### src/uart_pkg.sv
package uart_pkg;

  localparam int DATA_W      = 8;
  localparam int FIFO_DEPTH  = 16;
  localparam int FIFO_AW     = 4;
  localparam int OVS         = 16;
  localparam int CLK_HZ      = 20_000_000;
  localparam int TOUT_CHARS  = 4;
  localparam logic [15:0] DIV_RESET = 16'h0001;
  localparam logic [3:0]  OVS_LAST  = 4'hf;
  localparam logic [3:0]  OVS_MID   = 4'h7;
  localparam logic [3:0]  OVS_HALF  = 4'h7;
  localparam logic [1:0]  FILT_LEN  = 2'h2;
  localparam logic [9:0]  TOUT_TICKS = 10'h0280;
  localparam logic [4:0]  TRIG_1    = 5'h01;
  localparam logic [4:0]  TRIG_4    = 5'h04;
  localparam logic [4:0]  TRIG_8    = 5'h08;
  localparam logic [4:0]  TRIG_14   = 5'h0e;
  localparam int BUF_DEPTH   = 2;

  typedef enum logic [1:0] {
    PAR_NONE   = 2'b00,
    PAR_ODD    = 2'b01,
    PAR_EVEN   = 2'b10,
    PAR_STICKY = 2'b11
  } parity_t;

  typedef enum logic [1:0] {
    STOP_ONE      = 2'b00,
    STOP_ONE_HALF = 2'b01,
    STOP_TWO      = 2'b10
  } stop_t;

  typedef enum logic [2:0] {
    IRQ_NONE    = 3'b000,
    IRQ_LINE    = 3'b001,
    IRQ_RXDATA  = 3'b010,
    IRQ_TIMEOUT = 3'b011,
    IRQ_TXEMPTY = 3'b100
  } irq_cause_t;

  typedef struct packed {
    logic [1:0] word_len;
    stop_t      stop_len;
    parity_t    parity;
    logic       sticky_val;
  } line_cfg_t;

  typedef struct packed {
    logic [7:0] data;
    logic       parity_err;
    logic       frame_err;
  } rx_word_t;

endpackage

### src/uart_core.sv
`timescale 1ns/1ps
`default_nettype none

// Operation
// - One start bit, five to eight data bits, one or two stops; one-and-half only with five data bits.
// - Parity even, odd, sticky or none, generated on send and checked on receive.
// - Baud generator divides selected clock by a 16-bit divisor from 1 to 65535.
// - With 24 MHz source, standard rates 50 baud to 115.2 kbaud are reachable.
// - With 16 MHz source, rates 125 kbaud to 1000 kbaud are reachable.
// - Divider settings can reach the MIDI data rate.
// - Writing holding register or transmit FIFO starts framing and sending.
// - Send start, data bits LSB first, optional parity, then stop bits.
// - Transmit and receive are timed by baud tick divided by sixteen.
// - Transmit-empty interrupt when holding register or transmit FIFO empties.
// - FIFO enable bit 0 gives a 16-byte transmit FIFO.
// - In FIFO mode characters go back to back until the FIFO drains.
// - Receiver shifts serial input into its shift register at baud over sixteen.
// - Receive glitch filter drops pulses shorter than two receive clock periods.
// - Received data goes to buffer or FIFO, first bit in bit 0.
// - Receiver checks parity bit and the first stop bit against line settings.
// - Data interrupt on character arrival, or FIFO trigger level in FIFO mode.
// - Interrupts also for character timeout, parity, framing and line errors.
// - Receive FIFO holds 16 bytes; trigger level 1, 4, 8 or 14.
// - Interrupt causes are prioritized; only the highest pending is reported.
module uart_core
  import uart_pkg::*;
(
  input  wire logic                mclk_in,
  input  wire logic                rstn_in,
  input  wire logic                clk24_in,
  input  wire logic                clk16_in,
  input  wire logic                src16_sel_in,
  input  wire logic [15:0]         divisor_in,
  input  wire uart_pkg::line_cfg_t line_cfg_in,
  input  wire logic                fifo_en_in,
  input  wire logic [1:0]          rx_trig_in,
  input  wire logic [3:0]          irq_en_in,
  input  wire logic [7:0]          tx_data_in,
  input  wire logic                tx_write_in,
  output logic                     tx_full_out,
  output logic [7:0]               rx_data_out,
  output logic                     rx_valid_out,
  input  wire logic                rx_read_in,
  output logic                     parity_err_out,
  output logic                     frame_err_out,
  output logic                     overrun_out,
  output uart_pkg::irq_cause_t     irq_cause_out,
  output logic                     irq_out,
  output logic                     txd_out,
  input  wire logic                rxd_in
);
  import uart_pkg::*;

  // Source clock edges: pins from another domain, three flops, rise when 2nd high and 3rd low
  logic [2:0] c24_s_r, c16_s_r, rxd_s_r;
  always_ff @(posedge mclk_in or negedge rstn_in) begin
    if (!rstn_in) begin
      c24_s_r <= 3'h0;
      c16_s_r <= 3'h0;
      rxd_s_r <= 3'h7;
    end else begin
      c24_s_r <= {c24_s_r[1:0], clk24_in};
      c16_s_r <= {c16_s_r[1:0], clk16_in};
      rxd_s_r <= {rxd_s_r[1:0], rxd_in};
    end
  end
  wire src_s   = src16_sel_in ? c16_s_r[1] : c24_s_r[1];
  wire src_d   = src16_sel_in ? c16_s_r[2] : c24_s_r[2];
  wire src_rise = src_s && !src_d;
  wire rxd_stable = (rxd_s_r[1] == rxd_s_r[2]);

  // Baud generator: divide selected source by divisor (0 treated as 1)
  logic [15:0] div_cnt_r;
  logic        baud_tick_r;
  wire [15:0] div_eff = (divisor_in == 16'h0000) ? DIV_RESET : divisor_in;
  wire div_wrap = src_rise && (div_cnt_r >= div_eff - 16'h0001);
  always_ff @(posedge mclk_in or negedge rstn_in) begin
    if (!rstn_in) begin
      div_cnt_r   <= 16'h0000;
      baud_tick_r <= 1'b0;
    end else begin
      baud_tick_r <= div_wrap;
      if (div_wrap)
        div_cnt_r <= 16'h0000;
      else if (src_rise)
        div_cnt_r <= div_cnt_r + 16'h0001;
    end
  end

  // Glitch filter on receive input
  logic       rxf_r;
  logic [1:0] filt_cnt_r;
  always_ff @(posedge mclk_in or negedge rstn_in) begin
    if (!rstn_in) begin
      rxf_r      <= 1'b1;
      filt_cnt_r <= 2'h0;
    end else if (!rxd_stable || rxd_s_r[2] == rxf_r) begin
      filt_cnt_r <= 2'h0;
    end else if (baud_tick_r) begin
      if (filt_cnt_r == FILT_LEN - 2'h1) begin
        rxf_r      <= rxd_s_r[2];
        filt_cnt_r <= 2'h0;
      end else begin
        filt_cnt_r <= filt_cnt_r + 2'h1;
      end
    end
  end

  // Frame geometry
  wire [3:0] nbits = 4'h5 + {2'b00, line_cfg_in.word_len};
  wire       has_par = (line_cfg_in.parity != PAR_NONE);
  wire       half_stop = (line_cfg_in.stop_len == STOP_ONE_HALF) &&
                         (line_cfg_in.word_len == 2'b00);
  wire       two_stop  = (line_cfg_in.stop_len == STOP_TWO) ||
                         ((line_cfg_in.stop_len == STOP_ONE_HALF) && !half_stop);

  function automatic logic par_bit(input logic [7:0] d, input logic [3:0] n,
                                   input line_cfg_t c);
    logic [7:0] m;
    logic       x;
    m = 8'hff >> (4'h8 - n);
    x = ^(d & m);
    unique case (c.parity)
      PAR_ODD:    par_bit = ~x;
      PAR_EVEN:   par_bit = x;
      PAR_STICKY: par_bit = c.sticky_val;
      PAR_NONE:   par_bit = 1'b0;
    endcase
  endfunction

  // Transmit FIFO
  logic [7:0] tx_mem_r [FIFO_DEPTH];
  logic [FIFO_AW-1:0] tx_wp_r, tx_rp_r;
  logic [FIFO_AW:0]   tx_cnt_r;
  wire [FIFO_AW:0] tx_cap = fifo_en_in ? 5'(FIFO_DEPTH) : 5'h01;
  wire tx_push = tx_write_in && (tx_cnt_r < tx_cap);
  logic tx_pop;

  always_ff @(posedge mclk_in or negedge rstn_in) begin
    if (!rstn_in) begin
      tx_wp_r  <= '0;
      tx_rp_r  <= '0;
      tx_cnt_r <= '0;
    end else begin
      if (tx_push) begin
        tx_mem_r[tx_wp_r] <= tx_data_in;
        tx_wp_r <= tx_wp_r + 4'h1;
      end
      if (tx_pop)
        tx_rp_r <= tx_rp_r + 4'h1;
      tx_cnt_r <= tx_cnt_r + 5'(tx_push) - 5'(tx_pop);
    end
  end

  // Transmitter
  typedef enum logic [1:0] {
    TX_IDLE = 2'b00,
    TX_SEND = 2'b01
  } tx_state_t;
  tx_state_t  tx_st_r;
  logic [11:0] tx_sh_r;
  logic [3:0]  tx_ovs_r;
  logic [3:0]  tx_left_r;
  logic        tx_half_r;
  wire tx_load = (tx_st_r == TX_IDLE) && (tx_cnt_r != 5'h00) && baud_tick_r;
  assign tx_pop = tx_load;
  wire [7:0] tx_byte = tx_mem_r[tx_rp_r] & (8'hff >> (4'h8 - nbits));
  wire [11:0] tx_frame = has_par ?
    (({4'h0, tx_byte} << 1) |
     (12'(par_bit(tx_byte, nbits, line_cfg_in)) << (nbits + 4'h1)) |
     (12'hfff << (nbits + 4'h2))) :
    ({4'h0, tx_byte} << 1) | (12'hfff << (nbits + 4'h1));
  // A half stop is a second stop bit cut to eight ticks
  wire [3:0] tx_len = nbits + 4'h2 + 4'(has_par) + 4'(two_stop || half_stop);
  wire tx_bit_end = baud_tick_r &&
    (tx_ovs_r == ((tx_left_r == 4'h1 && tx_half_r) ? OVS_HALF : OVS_LAST));

  always_ff @(posedge mclk_in or negedge rstn_in) begin
    if (!rstn_in) begin
      tx_st_r   <= TX_IDLE;
      tx_sh_r   <= 12'hfff;
      tx_ovs_r  <= 4'h0;
      tx_left_r <= 4'h0;
      tx_half_r <= 1'b0;
      txd_out   <= 1'b1;
    end else begin
      unique case (tx_st_r)
        TX_IDLE: begin
          txd_out <= 1'b1;
          if (tx_load) begin
            tx_sh_r   <= tx_frame;
            tx_left_r <= tx_len;
            tx_half_r <= half_stop;
            tx_ovs_r  <= 4'h0;
            txd_out   <= 1'b0;
            tx_st_r   <= TX_SEND;
          end
        end
        TX_SEND: begin
          if (baud_tick_r)
            tx_ovs_r <= tx_ovs_r + 4'h1;
          if (tx_bit_end) begin
            tx_ovs_r  <= 4'h0;
            tx_left_r <= tx_left_r - 4'h1;
            if (tx_left_r == 4'h1) begin
              txd_out <= 1'b1;
              tx_st_r <= TX_IDLE;
            end else begin
              tx_sh_r <= {1'b1, tx_sh_r[11:1]};
              txd_out <= tx_sh_r[1];
            end
          end
        end
      endcase
    end
  end
  // Receiver
  typedef enum logic [1:0] {
    RX_IDLE  = 2'b00,
    RX_START = 2'b01,
    RX_BITS  = 2'b10,
    RX_STOP  = 2'b11
  } rx_state_t;
  rx_state_t   rx_st_r;
  logic [3:0]  rx_ovs_r;
  logic [3:0]  rx_idx_r;
  logic [8:0]  rx_sh_r;
  logic        rxf_d_r;
  logic        rxw_valid_r;
  rx_word_t    rxw_r;
  wire rx_mid = baud_tick_r && (rx_ovs_r == OVS_MID);
  wire [3:0] rx_dbits = nbits + 4'(has_par);
  wire [7:0] rx_data_m = rx_sh_r[7:0] & (8'hff >> (4'h8 - nbits));
  wire rx_perr = has_par &&
    (rx_sh_r[nbits] != par_bit(rx_data_m, nbits, line_cfg_in));
  logic buf_ready;

  always_ff @(posedge mclk_in or negedge rstn_in) begin
    if (!rstn_in) begin
      rx_st_r     <= RX_IDLE;
      rx_ovs_r    <= 4'h0;
      rx_idx_r    <= 4'h0;
      rx_sh_r     <= 9'h000;
      rxf_d_r     <= 1'b1;
      rxw_valid_r <= 1'b0;
      rxw_r       <= '0;
    end else begin
      rxf_d_r <= rxf_r;
      if (rxw_valid_r && buf_ready)
        rxw_valid_r <= 1'b0;
      if (baud_tick_r)
        rx_ovs_r <= rx_ovs_r + 4'h1;
      unique case (rx_st_r)
        RX_IDLE: begin
          rx_ovs_r <= 4'h0;
          if (rxf_d_r && !rxf_r)
            rx_st_r <= RX_START;
        end
        RX_START: begin
          if (rx_mid) begin
            rx_idx_r <= 4'h0;
            rx_st_r  <= rxf_r ? RX_IDLE : RX_BITS;
          end
        end
        RX_BITS: begin
          if (rx_mid) begin
            rx_sh_r[rx_idx_r] <= rxf_r;
            rx_idx_r <= rx_idx_r + 4'h1;
            if (rx_idx_r == rx_dbits - 4'h1)
              rx_st_r <= RX_STOP;
          end
        end
        RX_STOP: begin
          if (rx_mid) begin
            rxw_r.data       <= rx_data_m;
            rxw_r.parity_err <= rx_perr;
            rxw_r.frame_err  <= !rxf_r;
            rxw_valid_r      <= 1'b1;
            rx_st_r          <= RX_IDLE;
          end
        end
      endcase
    end
  end

  // Two-entry buffer absorbs a word while the receive FIFO is full
  rx_word_t buf_word;
  logic     buf_valid;
  wire      rxf_has_room;
  uart_skid_buf u_buf (
    .mclk_in     (mclk_in),
    .rstn_in     (rstn_in),
    .s_data_in   (rxw_r),
    .s_valid_in  (rxw_valid_r),
    .s_ready_out (buf_ready),
    .m_data_out  (buf_word),
    .m_valid_out (buf_valid),
    .m_ready_in  (rxf_has_room)
  );
  wire rx_overrun = rxw_valid_r && !buf_ready;

  // Receive FIFO (depth 1 when FIFOs are off = plain buffer register)
  rx_word_t rx_mem_r [FIFO_DEPTH];
  logic [FIFO_AW-1:0] rx_wp_r, rx_rp_r;
  logic [FIFO_AW:0]   rx_cnt_r;
  wire [FIFO_AW:0] rx_cap = fifo_en_in ? 5'(FIFO_DEPTH) : 5'h01;
  assign rxf_has_room = (rx_cnt_r < rx_cap);
  wire rx_push = buf_valid && rxf_has_room;
  wire rx_pop  = rx_read_in && (rx_cnt_r != 5'h00);
  wire rx_word_t rx_head = rx_mem_r[rx_rp_r];

  always_ff @(posedge mclk_in or negedge rstn_in) begin
    if (!rstn_in) begin
      rx_wp_r  <= '0;
      rx_rp_r  <= '0;
      rx_cnt_r <= '0;
    end else begin
      if (rx_push) begin
        rx_mem_r[rx_wp_r] <= buf_word;
        rx_wp_r <= rx_wp_r + 4'h1;
      end
      if (rx_pop)
        rx_rp_r <= rx_rp_r + 4'h1;
      rx_cnt_r <= rx_cnt_r + 5'(rx_push) - 5'(rx_pop);
    end
  end

  // Character timeout: data waiting with no activity for a few characters
  logic [9:0] tout_r;
  logic       tout_flag_r;
  wire rx_activity = rx_push || rx_pop || (rx_st_r != RX_IDLE);
  always_ff @(posedge mclk_in or negedge rstn_in) begin
    if (!rstn_in) begin
      tout_r      <= 10'h000;
      tout_flag_r <= 1'b0;
    end else if (rx_activity || !fifo_en_in || rx_cnt_r == 5'h00) begin
      tout_r      <= 10'h000;
      tout_flag_r <= 1'b0;
    end else if (baud_tick_r && tout_r != TOUT_TICKS) begin
      tout_r <= tout_r + 10'h001;
    end else if (tout_r == TOUT_TICKS) begin
      tout_flag_r <= 1'b1;
    end
  end

  // Line status: sticky, cleared by read (transmit-empty by a write); a new event wins over the clear
  logic perr_r, ferr_r, oerr_r, txe_r, tx_busy_d_r;
  wire tx_empty_evt = (tx_cnt_r == 5'h00) && tx_busy_d_r;
  always_ff @(posedge mclk_in or negedge rstn_in) begin
    if (!rstn_in) begin
      perr_r      <= 1'b0;
      ferr_r      <= 1'b0;
      oerr_r      <= 1'b0;
      txe_r       <= 1'b0;
      tx_busy_d_r <= 1'b0;
    end else begin
      tx_busy_d_r <= (tx_cnt_r != 5'h00);
      perr_r <= (rx_push && buf_word.parity_err) || (perr_r && !rx_read_in);
      ferr_r <= (rx_push && buf_word.frame_err) || (ferr_r && !rx_read_in);
      oerr_r <= rx_overrun || (oerr_r && !rx_read_in);
      txe_r  <= tx_empty_evt || (txe_r && !tx_write_in);
    end
  end

  wire [4:0] trig = (rx_trig_in == 2'b00) ? TRIG_1 :
                    (rx_trig_in == 2'b01) ? TRIG_4 :
                    (rx_trig_in == 2'b10) ? TRIG_8 : TRIG_14;
  wire rx_data_irq = fifo_en_in ? (rx_cnt_r >= trig) :
                                  (rx_cnt_r != 5'h00);
  wire line_irq = irq_en_in[2] && (perr_r || ferr_r || oerr_r);
  wire irq_cause_t cause_nxt =
    line_irq                          ? IRQ_LINE    :
    (irq_en_in[0] && rx_data_irq)     ? IRQ_RXDATA  :
    (irq_en_in[0] && tout_flag_r)     ? IRQ_TIMEOUT :
    (irq_en_in[1] && txe_r)           ? IRQ_TXEMPTY : IRQ_NONE;

  always_ff @(posedge mclk_in or negedge rstn_in) begin
    if (!rstn_in) begin
      irq_cause_out  <= IRQ_NONE;
      irq_out        <= 1'b0;
      rx_data_out    <= 8'h00;
      rx_valid_out   <= 1'b0;
      parity_err_out <= 1'b0;
      frame_err_out  <= 1'b0;
      overrun_out    <= 1'b0;
      tx_full_out    <= 1'b0;
    end else begin
      irq_cause_out  <= cause_nxt;
      irq_out        <= (cause_nxt != IRQ_NONE);
      rx_data_out    <= rx_head.data;
      rx_valid_out   <= (rx_cnt_r != 5'h00) && !rx_pop;
      parity_err_out <= perr_r;
      frame_err_out  <= ferr_r;
      overrun_out    <= oerr_r;
      tx_full_out    <= (tx_cnt_r >= tx_cap);
    end
  end

endmodule

`default_nettype wire

### src/uart_skid_buf.sv
`timescale 1ns/1ps
`default_nettype none

module uart_skid_buf
  import uart_pkg::*;
(
  input  wire logic     mclk_in,
  input  wire logic     rstn_in,
  input  wire rx_word_t s_data_in,
  input  wire logic     s_valid_in,
  output logic          s_ready_out,
  output rx_word_t      m_data_out,
  output logic          m_valid_out,
  input  wire logic     m_ready_in
);
  rx_word_t  mem_r [BUF_DEPTH];
  logic      wp_r;
  logic      rp_r;
  logic [1:0] cnt_r;
  wire push = s_valid_in && s_ready_out;
  wire pop  = m_valid_out && m_ready_in;

  assign s_ready_out = (cnt_r != 2'(BUF_DEPTH));
  assign m_valid_out = (cnt_r != 2'h0);
  assign m_data_out  = mem_r[rp_r];

  always_ff @(posedge mclk_in or negedge rstn_in) begin
    if (!rstn_in) begin
      wp_r  <= 1'b0;
      rp_r  <= 1'b0;
      cnt_r <= 2'h0;
      mem_r[0] <= '0;
      mem_r[1] <= '0;
    end else begin
      if (push) begin
        mem_r[wp_r] <= s_data_in;
        wp_r <= ~wp_r;
      end
      if (pop)
        rp_r <= ~rp_r;
      cnt_r <= cnt_r + 2'(push) - 2'(pop);
    end
  end
endmodule

`default_nettype wire
### config.mk
export PLATFORM = sky130hd
export DESIGN_NAME = uart_core
export DESIGN_NICKNAME = d
export VERILOG_FILES = /design/src/uart_pkg.sv /design/src/uart_core.sv /design/src/uart_skid_buf.sv
export SDC_FILE = /design/constraint.sdc
export NUM_CORES = 1
export LEC_CHECK = 0
export BUFFER_PORTS_ARGS = -buffer_cell sky130_fd_sc_hd__buf_2
export CORE_MARGIN = 2
export CORE_UTILIZATION = 60
export DETAILED_ROUTE_END_ITERATION = 12
export PLACE_DENSITY_LB_ADDON = 0.15
export SLEW_MARGIN = 0
export SYNTH_ARGS = -nofsm -noshare
export SYNTH_HDL_FRONTEND = slang
export SYNTH_HIERARCHICAL = 1
export SYNTH_SLANG_ARGS = --single-unit
### constraint.sdc
create_clock -name mclk_in -period 3.68 [get_ports mclk_in]
set_clock_uncertainty 0.2 [all_clocks]
set_input_delay 0 -clock mclk_in [delete_from_list [all_inputs] [get_ports mclk_in]]
set_output_delay 0 -clock mclk_in [all_outputs]
set_load 0.1 [all_outputs]
Word level (Yosys, flattened, before mapping)
Memory sizes are Yosys's and may differ from the RTL's. A register that Yosys moved wholly into a read port is not among the register bits.
Index checks and enable logic that the tools add are counted.

word-level totals
  bits of input ports = 46
  output and inout port bits = 18
  memories kept = 2
  logic and storage cells = 305
  register bits = 159
  RAM bits = 288

memories
  memory    depth  width  rd ports  clocked after Yosys merged registers in  write ports  RTL line          source
  rx_mem_r  16     10     1         1                                        1            uart_core.sv:303  rx_word_t rx_mem_r [FIFO_DEPTH];
  tx_mem_r  16     8      1         0                                        1            uart_core.sv:132  logic [7:0] tx_mem_r [FIFO_DEPTH];

cells by class
  shift-type cells = 4
  $lt $le $gt $ge = 11
  bitwise operators = 14
  reductions and logical operators = 89
  equal/unequal tests = 33
  add/subtract/negate cells = 26
  mux-type cells = 75

operator list
  kind                                                count
  2-to-1 mux 10 bit                                   6
  2-to-1 mux 12 bit                                   4
  2-to-1 mux 16 bit                                   3
  2-to-1 mux 4 bit                                    12
  logical AND 1 bit                                   33
  adder 4 x 1 -> 4 bit, second input constant         8
  AND 8 bit                                           4
  2-to-1 mux 2 bit                                    12
  OR 9 x 12 -> 12 bit                                 2
  one-hot mux 12 bit (2 select lines)                 1
  one-hot mux 4 bit (2 select lines)                  3
  << shifter 12 x 4 -> 12 bit, first input constant   2
  != test 2 bit, second input constant                11
  bitwise mux 20 bit                                  1
  2-to-1 mux 1 bit                                    18
  nonzero test 2 bit                                  9
  adder 16 x 1 -> 16 bit, second input constant       1
  greater-or-equal comparator 16 bit                  1
  zero test 16 bit                                    1
  parity 8 bit                                        2
  subtractor 16 x 1 -> 16 bit, second input constant  1
  2-to-1 mux 3 bit                                    5
  logical OR 1 bit                                    13
  adder 4 x 1 -> 4 bit                                3
  49 further kinds                                    96

Depth between registers and ports, before layout
Gate-level depths: netlist of the first run.

  word-level depth = 14
  gate-level depth with buffers = 20
  mapped depth without buffers = 19

Cells and area by module
The synthesis of the first run kept the hierarchy.

modules (own cells, without submodules)
  module         instances  cells an instance  area an instance (sq um)  sequential area each (sq um)
  uart_core      1          1278               17953.5                   11237.0
  uart_skid_buf  1          70                 1154.9                    600.6

Worst setup path after synthesis of the first run
OpenSTA, ideal clock, no wires.

  path kind = input port to flip-flop
  from = in divisor_in[5]
  to = reg div_cnt_r[10]
  library setup time = 0.078 ns
  arrival time = 3.515 ns
  stages = 19
  required time = 3.402 ns
  slack = -0.112 ns
  buffers on the path = 1
  cells stage by stage = nor2_1 > nand2_1 > nor4_1 > nand2b_1 > or4_1 > nor2_1 > nor2_1 > ha_1 > ha_1 > a21o_1 > a21o_1 > a21o_1 > a21o_1 > a21o_1 > a211oi_1 > o31a_1 > o21ai_1 > clkbuf_1 > a21oi_1

on the way
  cells in the longest elaborated chain, start to end = 6
  elaborated cells between the ends (all ways) = 7
  those cells by class = add/sub (1); order compare (1); mux (2); reduce/logical (3)

ends and longest elaborated chain
  what                                                            RTL line         source
  from (decl)                                                     uart_core.sv:33  input wire logic [15:0] divisor_in,
  zero test 16 bit                                                uart_core.sv:75  wire [15:0] div_eff = (divisor_in == 16'h0000) ? DIV_RESET : divisor_in;
  2-to-1 mux 16 bit (*)                                           uart_core.sv:75
  subtractor 16 x 1 -> 16 bit (*)                                 uart_core.sv:76  wire div_wrap = src_rise && (div_cnt_r >= div_eff - 16'h0001);
  greater-or-equal comparator 16 bit (*)                          uart_core.sv:76
  logical AND 1 bit (*)                                           uart_core.sv:76
  2-to-1 mux 16 bit / nonzero test 2 bit (equally long branches)  --
  to (signal assigned)                                            uart_core.sv:86  div_cnt_r <= div_cnt_r + 16'h0001;
  to (decl)                                                       uart_core.sv:73  logic [15:0] div_cnt_r;

Every way passes the cells marked *; elsewhere a longest branch is shown, timed or not.
A chain may end at the register's enable or synchronous reset.

Worst setup path after layout of the first run
  from = reg tx_rp_r[0]
  to = reg tx_sh_r[7]

on the way
  cells in the longest elaborated chain, start to end = 12
  elaborated cells between the ends (all ways) = 13
  those cells by class = shift (1); mux (4); bitwise (6); reduce/logical (1); memory (1)

ends and longest elaborated chain
  what                                     RTL line          source
  from (decl)                              uart_core.sv:133  logic [FIFO_AW-1:0] tx_wp_r, tx_rp_r;
  from (signal assigned)                   uart_core.sv:150  tx_rp_r <= tx_rp_r + 4'h1;
  memory read (16 x 8 bit) (*)             --
  AND 8 bit (*)                            uart_core.sv:167  wire [7:0] tx_byte = tx_mem_r[tx_rp_r] & (8'hff >> (4'h8 - nbits));
  AND 8 bit                                uart_core.sv:122  x = ^(d & m);
  parity 8 bit                             uart_core.sv:122
  inverter 1 bit                           uart_core.sv:124  PAR_ODD: par_bit = ~x;
  one-hot mux 1 bit (4 select lines)       uart_core.sv:123  unique case (c.parity)
  << shifter 1 x 4 -> 12 bit               uart_core.sv:170  (12'(par_bit(tx_byte, nbits, line_cfg_in)) << (nbits + 4'h1)) |
  OR 9 x 12 -> 12 bit                      uart_core.sv:169  (({4'h0, tx_byte} << 1) |
  OR 12 bit                                uart_core.sv:170
  2-to-1 mux 12 bit (*)                    uart_core.sv:168  wire [11:0] tx_frame = has_par ?
  2-to-1 mux 12 bit (*)                    uart_core.sv:190  if (tx_load) begin
  one-hot mux 12 bit (2 select lines) (*)  uart_core.sv:187  unique case (tx_st_r)
  to (signal assigned)                     uart_core.sv:191  tx_sh_r <= tx_frame;
  to (signal assigned)                     uart_core.sv:209  tx_sh_r <= {1'b1, tx_sh_r[11:1]};
  to (decl)                                uart_core.sv:161  logic [11:0] tx_sh_r;

Every way passes the cells marked *; elsewhere a longest branch is shown, timed or not. The select of a mux whose other input is x is not followed.

==> results.md, run 1 <==
* Status: finished clean
* Clock tree sinks at 421
* Worst vdd ir at 0.484 mV
* Static Leak at 8.61 nW
* Drt drc at 0
* Hold path cells at 3
* Distinct cells, synth at 67
* CTS tree: done
* P&R area growth vs syn at 16.7%
* Total Wirelength at 38500 microns
* Clk pin slew, worst setup/hold paths at 0.06 ns
* Final std cells w/o fill at 1961
* Post-route ant nets at 0
* Placed insts at 1833
* Fin crit share at 96.2%
* Synthesized flop and latch total at 421
* Die width at 182 microns
* Antenna violations before repair at 0
* Fin nets at 1648
* Fmax achieved at 283 MHz
* Register area share after synthesis at 61.9%
* Rows at 65
* Register Area at 11800 sq um
* Filler instances at 2114
* Slew of the pin with the lowest slew margin at 1.11 ns
* Worst hold slack at 0.0290 ns
* Max-slew violations at 0
* Synth top area share at 40.2%
* Post-synth EDFFs at 256
* Crit-path cells: buf_12 > buf_4 > mux4_2 > a22oi_1 > nand2_1 > xnor2_1 > xnor3_2 > mux2i_2 > o41ai_1 > a211oi_1 > a21oi_1
* Most common cell in the synthesized netlist: edfxtp_1
* Detailed-router iteration count before antenna repair at 4
* CP arrival at 3.82 ns
* CP required at 3.96 ns
* RSZ-0062 raised after global routing: yes
* Cell area power density at 574 nW/um^2
* Grt ovf at 0
* Port Buffer Count at 62
* Ys async rst share at 39.2%
* Routability cong. at 0.893
* Startpoint types: flip-flop
* Worst path max stage delay at 0.51 ns
* DR iter-0 viols at 850
* Yosys warnings at 6
* Post-synth top cells: 256 x edfxtp_1, 148 x dfrtp_1, 117 x nand2_1
* Core Footprint at 31500 sq um
* Mean area per synthesized cell at 14.2 sq um
* IO Count at 64
* Min cycle time layout at 3.54 ns
* Worst slack, placed at -0.246 ns
* DR vias at 11400
* Min-Delay Path Class: primary input to flip-flop
* Antenna diodes at 0
* Gate Count Post-Synth at 1348
* Synth Cell Area at 19100 sq um
* GRT Util Overall at 24.2%
* Die ar. at 33300 sq um
* Die height at 182 microns
* Initial Util at 60.7%
* Max_slew headroom at 26.0%
* Final Worst Setup Slack at 0.141 ns
* Vias in the first global route at 11700
* Worst R2R Path Depth at 11
* Critical Path Fanout Max at 18
* Synth area leaders: edfxtp_1 40%, dfrtp_1 19%, mux4_2 7.2%, ha_1 4.9%, xnor2_1 2.5%
* Net Count, Synth at 1472
* Final HPWL DP at 25500 microns
* Vias per inst at 5.79
* Routed WL per cell at 19.7 microns
* H-tree Lvls at 2
* Slowest cell on crit path: mux4_2
* Clock Latency Late Sink at 0.56 ns
* Root Buffer: clkbuf_16
* Post-synth top area cell: edfxtp_1
* CTS Buffer Depth at 3
* Max Cap Viol at 0
* First-pass GRT wire length at 62500 microns
* Worst setup EP type: flip-flop
* Largest net degree at the start of global routing at 76
* Multi-input logic area at 6870 sq um
* Final hold vios at 0
* Final setup vio count at 0
* Most used DFF post-synth: edfxtp_1
* Share of cells above drive strength 1 at 23.2%
* TritonCTS buffer count at 44
* WS Path Type: flip-flop to flip-flop
## path summary, 6_finish.rpt
| path | startpoint | to | slack [ns] |
|---|---|---|---|
| min in group asynchronous | rstn_in | u_buf/mem_r[10]$_DFFE_PN0P_ | 0.13 |
| hold reg to reg | rxd_s_r[0]$_DFF_PN1_ | rxd_s_r[1]$_DFF_PN1_ | 0.15 |
| hold / removal | tx_write_in | txe_r$_DFF_PN0_ | 0.03 |
| setup reg to reg | tx_rp_r[0]$_DFFE_PN0P_ | tx_sh_r[7]$_DFFE_PN1P_ | 0.14 |
| max in group asynchronous | rstn_in | u_buf/mem_r[19]$_DFFE_PN0P_ | 1.96 |
| setup / recovery | tx_rp_r[0]$_DFFE_PN0P_ | tx_sh_r[7]$_DFFE_PN1P_ | 0.14 |
## final cells by class
| type | instances | share of cell area (%) |
|---|---|---|
| multi-input combinational | 815 | 30.8 |
| timing repair buffer | 184 | 6.25 |
| tap | 402 | 2.26 |
| clock buffer | 52 | 5.16 |
| sequential | 421 | 53.1 |
| inverter | 58 | 0.977 |
| clock inverter | 29 | 1.43 |
## per-stage QoR
stage	util (%)	area, sq um	power, mW	setup TNS (ns)
floorplan	-	19100	7.73	0
global placement	64.5	20300	8.34	-1.93
detailed placement	64.5	20300	8.42	-3.17
CTS	70.5	22200	12.9	0
global route	70.8	22300	13.4	-0.0490
finish	70.8	22300	12.8	0
## where the power goes
part	switching [mW]	internal, mW
combinational	1.52	1.09
clock	1.83	2.61
sequential	0.374	5.39
## critical path: cells and delay by family (launching register included)
family	cells	cell delay (ns)
DFF	1	0.38
and+or+nand+nor	1	0.16
AOI/OAI and AO/OA	4	1.03
xor gates and xnor gates	2	0.65
buffers and inverters	2	0.31
muxes	2	0.71
## what timing repair did
item                                   4_1_cts  5_1_grt
gates resized for setup                      3       10
buffers inserted                             0        7
setup endpoints to repair                    5       13
pin swaps                                    1        1
hold buffers                                40        0
endpoints found under the hold margin      352        0
## registers in the layout, indices dropped and copies added (netlist names), 5 cells and up, named ones only
signal / flops
tout_r: 10
tx_sh_r: 11
div_cnt_r: 16
rx_cnt_r: 5
tx_cnt_r: 5
u_buf/mem_r: 20
tx_mem_r: 128
rx_mem_r: 128
rx_data_out: 8
rx_sh_r: 9
rxw_r: 10
## cells by family (layout without fill, tap and decap cells)
group                    after synthesis  count (layout)  share of synthesized area [%]
buffers and inverters                112             323                           2.46
flip-flops                           421             421                           61.9
XOR/XNOR                              83              83                           3.88
AND/OR/NAND/NOR                      349             349                           8.64
multiplexers                         134             134                           12.4
adder cells (fa/ha/maj)               78              78                           5.23
AO/OA/AOI/OAI                        171             171                           5.42
## layer usage
layer	vias up	global-route usage, %	part of all wire, %
li1	5332	-	-
met1	5665	31.8	42
met2	285	42.0	51
met3	75	3.41	3.9
met4	0	7.81	2.5
met5	-	0	0
## cell usage in the layout (no fill, tap or decap), types with 13 or more instances in the layout
cell	synthesis	routed
edfxtp_1	256	256
dfrtp_1	148	146
nand2_1	117	117
nor2_1	93	92
buf_4	1	76
ha_1	75	75
mux4_2	61	61
buf_2	4	61
inv_1	56	56
xnor2_1	55	55
o21ai_0	52	52
a21oi_1	52	50
clkbuf_16	0	44
dlygate4sd3_1	0	40
nand3_1	30	30
xor2_1	27	27
mux2_2	28	27
mux2_4	20	21
nor3_1	18	18
dfstp_2	17	17
mux2i_1	16	15
and3_1	13	13
Power figures use the tool's default switching activity.
==> inputs of run 2 (changes only) <==
--- a/config.mk
+++ b/config.mk
@@ -7,7 +7,7 @@
 export LEC_CHECK = 0
 export BUFFER_PORTS_ARGS = -buffer_cell sky130_fd_sc_hd__buf_2
 export CORE_MARGIN = 2
-export CORE_UTILIZATION = 60
+export CORE_UTILIZATION = 62
 export DETAILED_ROUTE_END_ITERATION = 12
 export PLACE_DENSITY_LB_ADDON = 0.15
 export SLEW_MARGIN = 0
==> run 2 against run 1 <==
  * Sequential share of layout area increased by 0.23 points
  * Critical endpoint is now tx_sh_r[2]$_DFFE_PN1P_
  * First-iteration DRC count rose by 36%
  * Via count rose by 2.6%
  * Critical path type unchanged
  * Critical path depth grew 1
  * Largest power group unchanged
  * Sequential power barely moved
  * Final area decreased by 0.43%
==> results.md, run 2 (same netlist as run 1, synthesis figures left out) <==
* Worst Hold Path EP: txe_r$_DFF_PN0_ (unchanged)
* CTS Buffer Depth at 3 (unchanged)
* Vias per inst at 5.98 (was 5.79)
* GRT Util Overall at 25.5% (was 24.2%)
* Switching share of power at 29.3% (was 29.0%)
* Flop2flop setup slack at 0.10 ns (was 0.14 ns)
* Routed WL per cell at 20.9 microns (was 19.7 microns)
* P&R area growth vs syn at 16.2% (was 16.7%)
* H-tree Lvls at 2 (unchanged)
* Slew of the pin with the lowest slew margin at 0.945 ns (was 1.11 ns)
* CP arrival at 3.84 ns (was 3.82 ns)
* Setup_tns at 0 ns (unchanged)
* Int Pwr at 9.19 mW (was 9.08 mW)
* Placed insts at 1833 (unchanged)
* Min-Delay Path Class: primary input to flip-flop (unchanged)
* Hold path start: tx_write_in (unchanged)
* Cell area power density at 585 nW/um^2 (was 574 nW/um^2)
* CP required at 3.94 ns (was 3.96 ns)
* Post-route ant nets at 0 (unchanged)
* Antenna diodes at 0 (unchanged)
* Max_slew headroom at 37.0% (was 26.0%)
* Worst slack, placed at -0.256 ns (was -0.246 ns)
* Max Cap Viol at 0 (unchanged)
* Most frequent cells in the layout: 256 x edfxtp_1, 146 x dfrtp_1, 117 x nand2_1, 92 x nor2_1, 79 x buf_4 (was 256 x edfxtp_1, 146 x dfrtp_1, 117 x nand2_1, 92 x nor2_1, 76 x buf_4)
* Sequential Power Share at 44.6% (was 45.0%)
* Die height at 180 microns (was 182 microns)
* Min cycle time layout at 3.58 ns (was 3.54 ns)
* TritonCTS buffer count at 43 (was 44)
* Die width at 180 microns (was 182 microns)
* CTS tree: done (unchanged)
* Drt drc at 0 (unchanged)
* Final Worst Setup Slack at 0.100 ns (was 0.141 ns)
* Worst setup EP type: flip-flop (unchanged)
* Startpoint types: flip-flop (unchanged)
* Fin crit share at 97.3% (was 96.2%)
* Initial Util at 62.8% (was 60.7%)
* DR vias at 11700 (was 11400)
* Antenna violations before repair at 0 (unchanged)
* R2r endpoint: tx_sh_r[2]$_DFFE_PN1P_ (was tx_sh_r[7]$_DFFE_PN1P_)
* Final hold vios at 0 (unchanged)
* Worst hold slack at 0.0394 ns (was 0.0290 ns)
* Clock Latency Late Sink at 0.54 ns (was 0.56 ns)
* Share of cells above drive strength 1 at 23.2% (about the same)
* Hold path cells at 3 (unchanged)
* Port Buffer Count at 62 (unchanged)
* DR iter-0 viols at 1158 (was 850)
* Die ar. at 32200 sq um (was 33300 sq um)
* Fmax achieved at 279 MHz (was 283 MHz)
* Psw at 3.80 mW (was 3.72 mW)
* Final HPWL DP at 26700 microns (was 25500 microns)
* Core Footprint at 30400 sq um (was 31500 sq um)
* WS Path Type: flip-flop to flip-flop (unchanged)
* Combinational Power Share at 20.2% (was 20.3%)
* Final std cells w/o fill at 1948 (was 1961)
* Final setup vio count at 0 (unchanged)
* Clk pin slew, worst setup/hold paths at 0.07 ns (was 0.06 ns)
* Rows at 64 (was 65)
* Max-slew violations at 0 (unchanged)
* Static Leak at 8.58 nW (was 8.61 nW)
* Power Total at 13.0 mW (was 12.8 mW)
* Worst r2r src: tx_rp_r[0]$_DFFE_PN0P_ (unchanged)
* IO Count at 64 (unchanged)
* Largest regs: rx_mem_r x128, tx_mem_r x128, u_buf/mem_r x20 (unchanged)
* Most common cell after layout, fill and taps aside: edfxtp_1 (unchanged)
* Clock tree sinks at 421 (unchanged)
* Critical Path Fanout Max at 8 (was 18)
* First-pass GRT wire length at 64900 microns (was 62500 microns)
* Routability cong. at 0.875 (was 0.893)
* Clock share of power at 35.3% (was 34.7%)
* Root Buffer: clkbuf_16 (unchanged)
* Detailed-router iteration count before antenna repair at 5 (was 4)
* Total Wirelength at 40700 microns (was 38500 microns)
* Largest net degree at the start of global routing at 73 (was 76)
* Fin nets at 1642 (was 1648)
* Vias in the first global route at 12000 (was 11700)
* Worst vdd ir at 0.591 mV (was 0.484 mV)
* Grt ovf at 0 (unchanged)
* Fin util at 72.9% (was 70.8%)
* Status: finished clean (unchanged)
* Placed cell area at 20300 sq um (about the same)
* Worst R2R Path Depth at 12 (was 11)
* Post-route cell area at 22200 sq um (was 22300 sq um)
run 2: layer usage:
layer	GRT usage, %	up-vias	part of all wire, %
met4	5.69	0	1.7
met5	0	-	0
met2	40.3	381	48
met3	4.13	59	5.7
met1	38.1	5886	45
li1	-	5325	-
run 2: power by group through the flow:
stage	registers (mW)	clock network, mW	logic (mW)
floorplan	6.04	0	1.69
global placement	5.86	0	2.49
detailed placement	5.88	0	2.55
CTS	5.79	4.63	2.63
global route	5.84	4.82	2.86
finish	5.79	4.58	2.62
run 2: final cells by class:
type / instances / area (sq um)
Clock inverter: 32 / 388
Fill cell: 1925 / 8230
Timing Repair Buffer: 179 / 1300
Clock buffer: 47 / 1120
Inverter: 58 / 218
Sequential cell: 421 / 11800
Multi-Input combinational cell: 815 / 6830
Tap cell: 396 / 495
run 2: what timing repair did:
action | in CTS | in global routing
endpoints found under the hold margin | 293 | 0
endpoints found under the setup margin | 9 | 12
hold buffers | 36 | 0
setup buffers | 0 | 0
gates resized for setup | 3 | 4
pin swaps | 1 | 1
run 2: worst max-delay path by stage:
stage	cells after the start	slack [ns]	end	startpoint
final	12	0.10	tx_sh_r[2]$_DFFE_PN1P_	tx_rp_r[0]$_DFFE_PN0P_
after global placement	20	-0.15	div_cnt_r[5]$_DFFE_PN0P_	divisor_in[5]
after global routing	21	-0.03	div_cnt_r[5]$_DFFE_PN0P_	divisor_in[5]
after CTS	13	0.03	tx_sh_r[4]$_DFFE_PN1P_	tx_rp_r[0]$_DFFE_PN0P_
after detailed placement	20	-0.26	div_cnt_r[5]$_DFFE_PN0P_	divisor_in[5]
after floorplan	19	0.02	div_cnt_r[10]$_DFFE_PN0P_	divisor_in[5]
run 2: worst max-delay path, stage by stage (launching register included):
cell and delay [ns]:
dfrtp_2 0.39, buf_12 0.13, buf_4 0.20, mux4_1 0.61, mux2i_1 0.21, mux2_2 0.24
nor2b_1 0.07, xnor2_1 0.18, xnor3_2 0.40, mux2i_2 0.20, nor4_2 0.39, nand3_1 0.13
a21oi_1 0.16
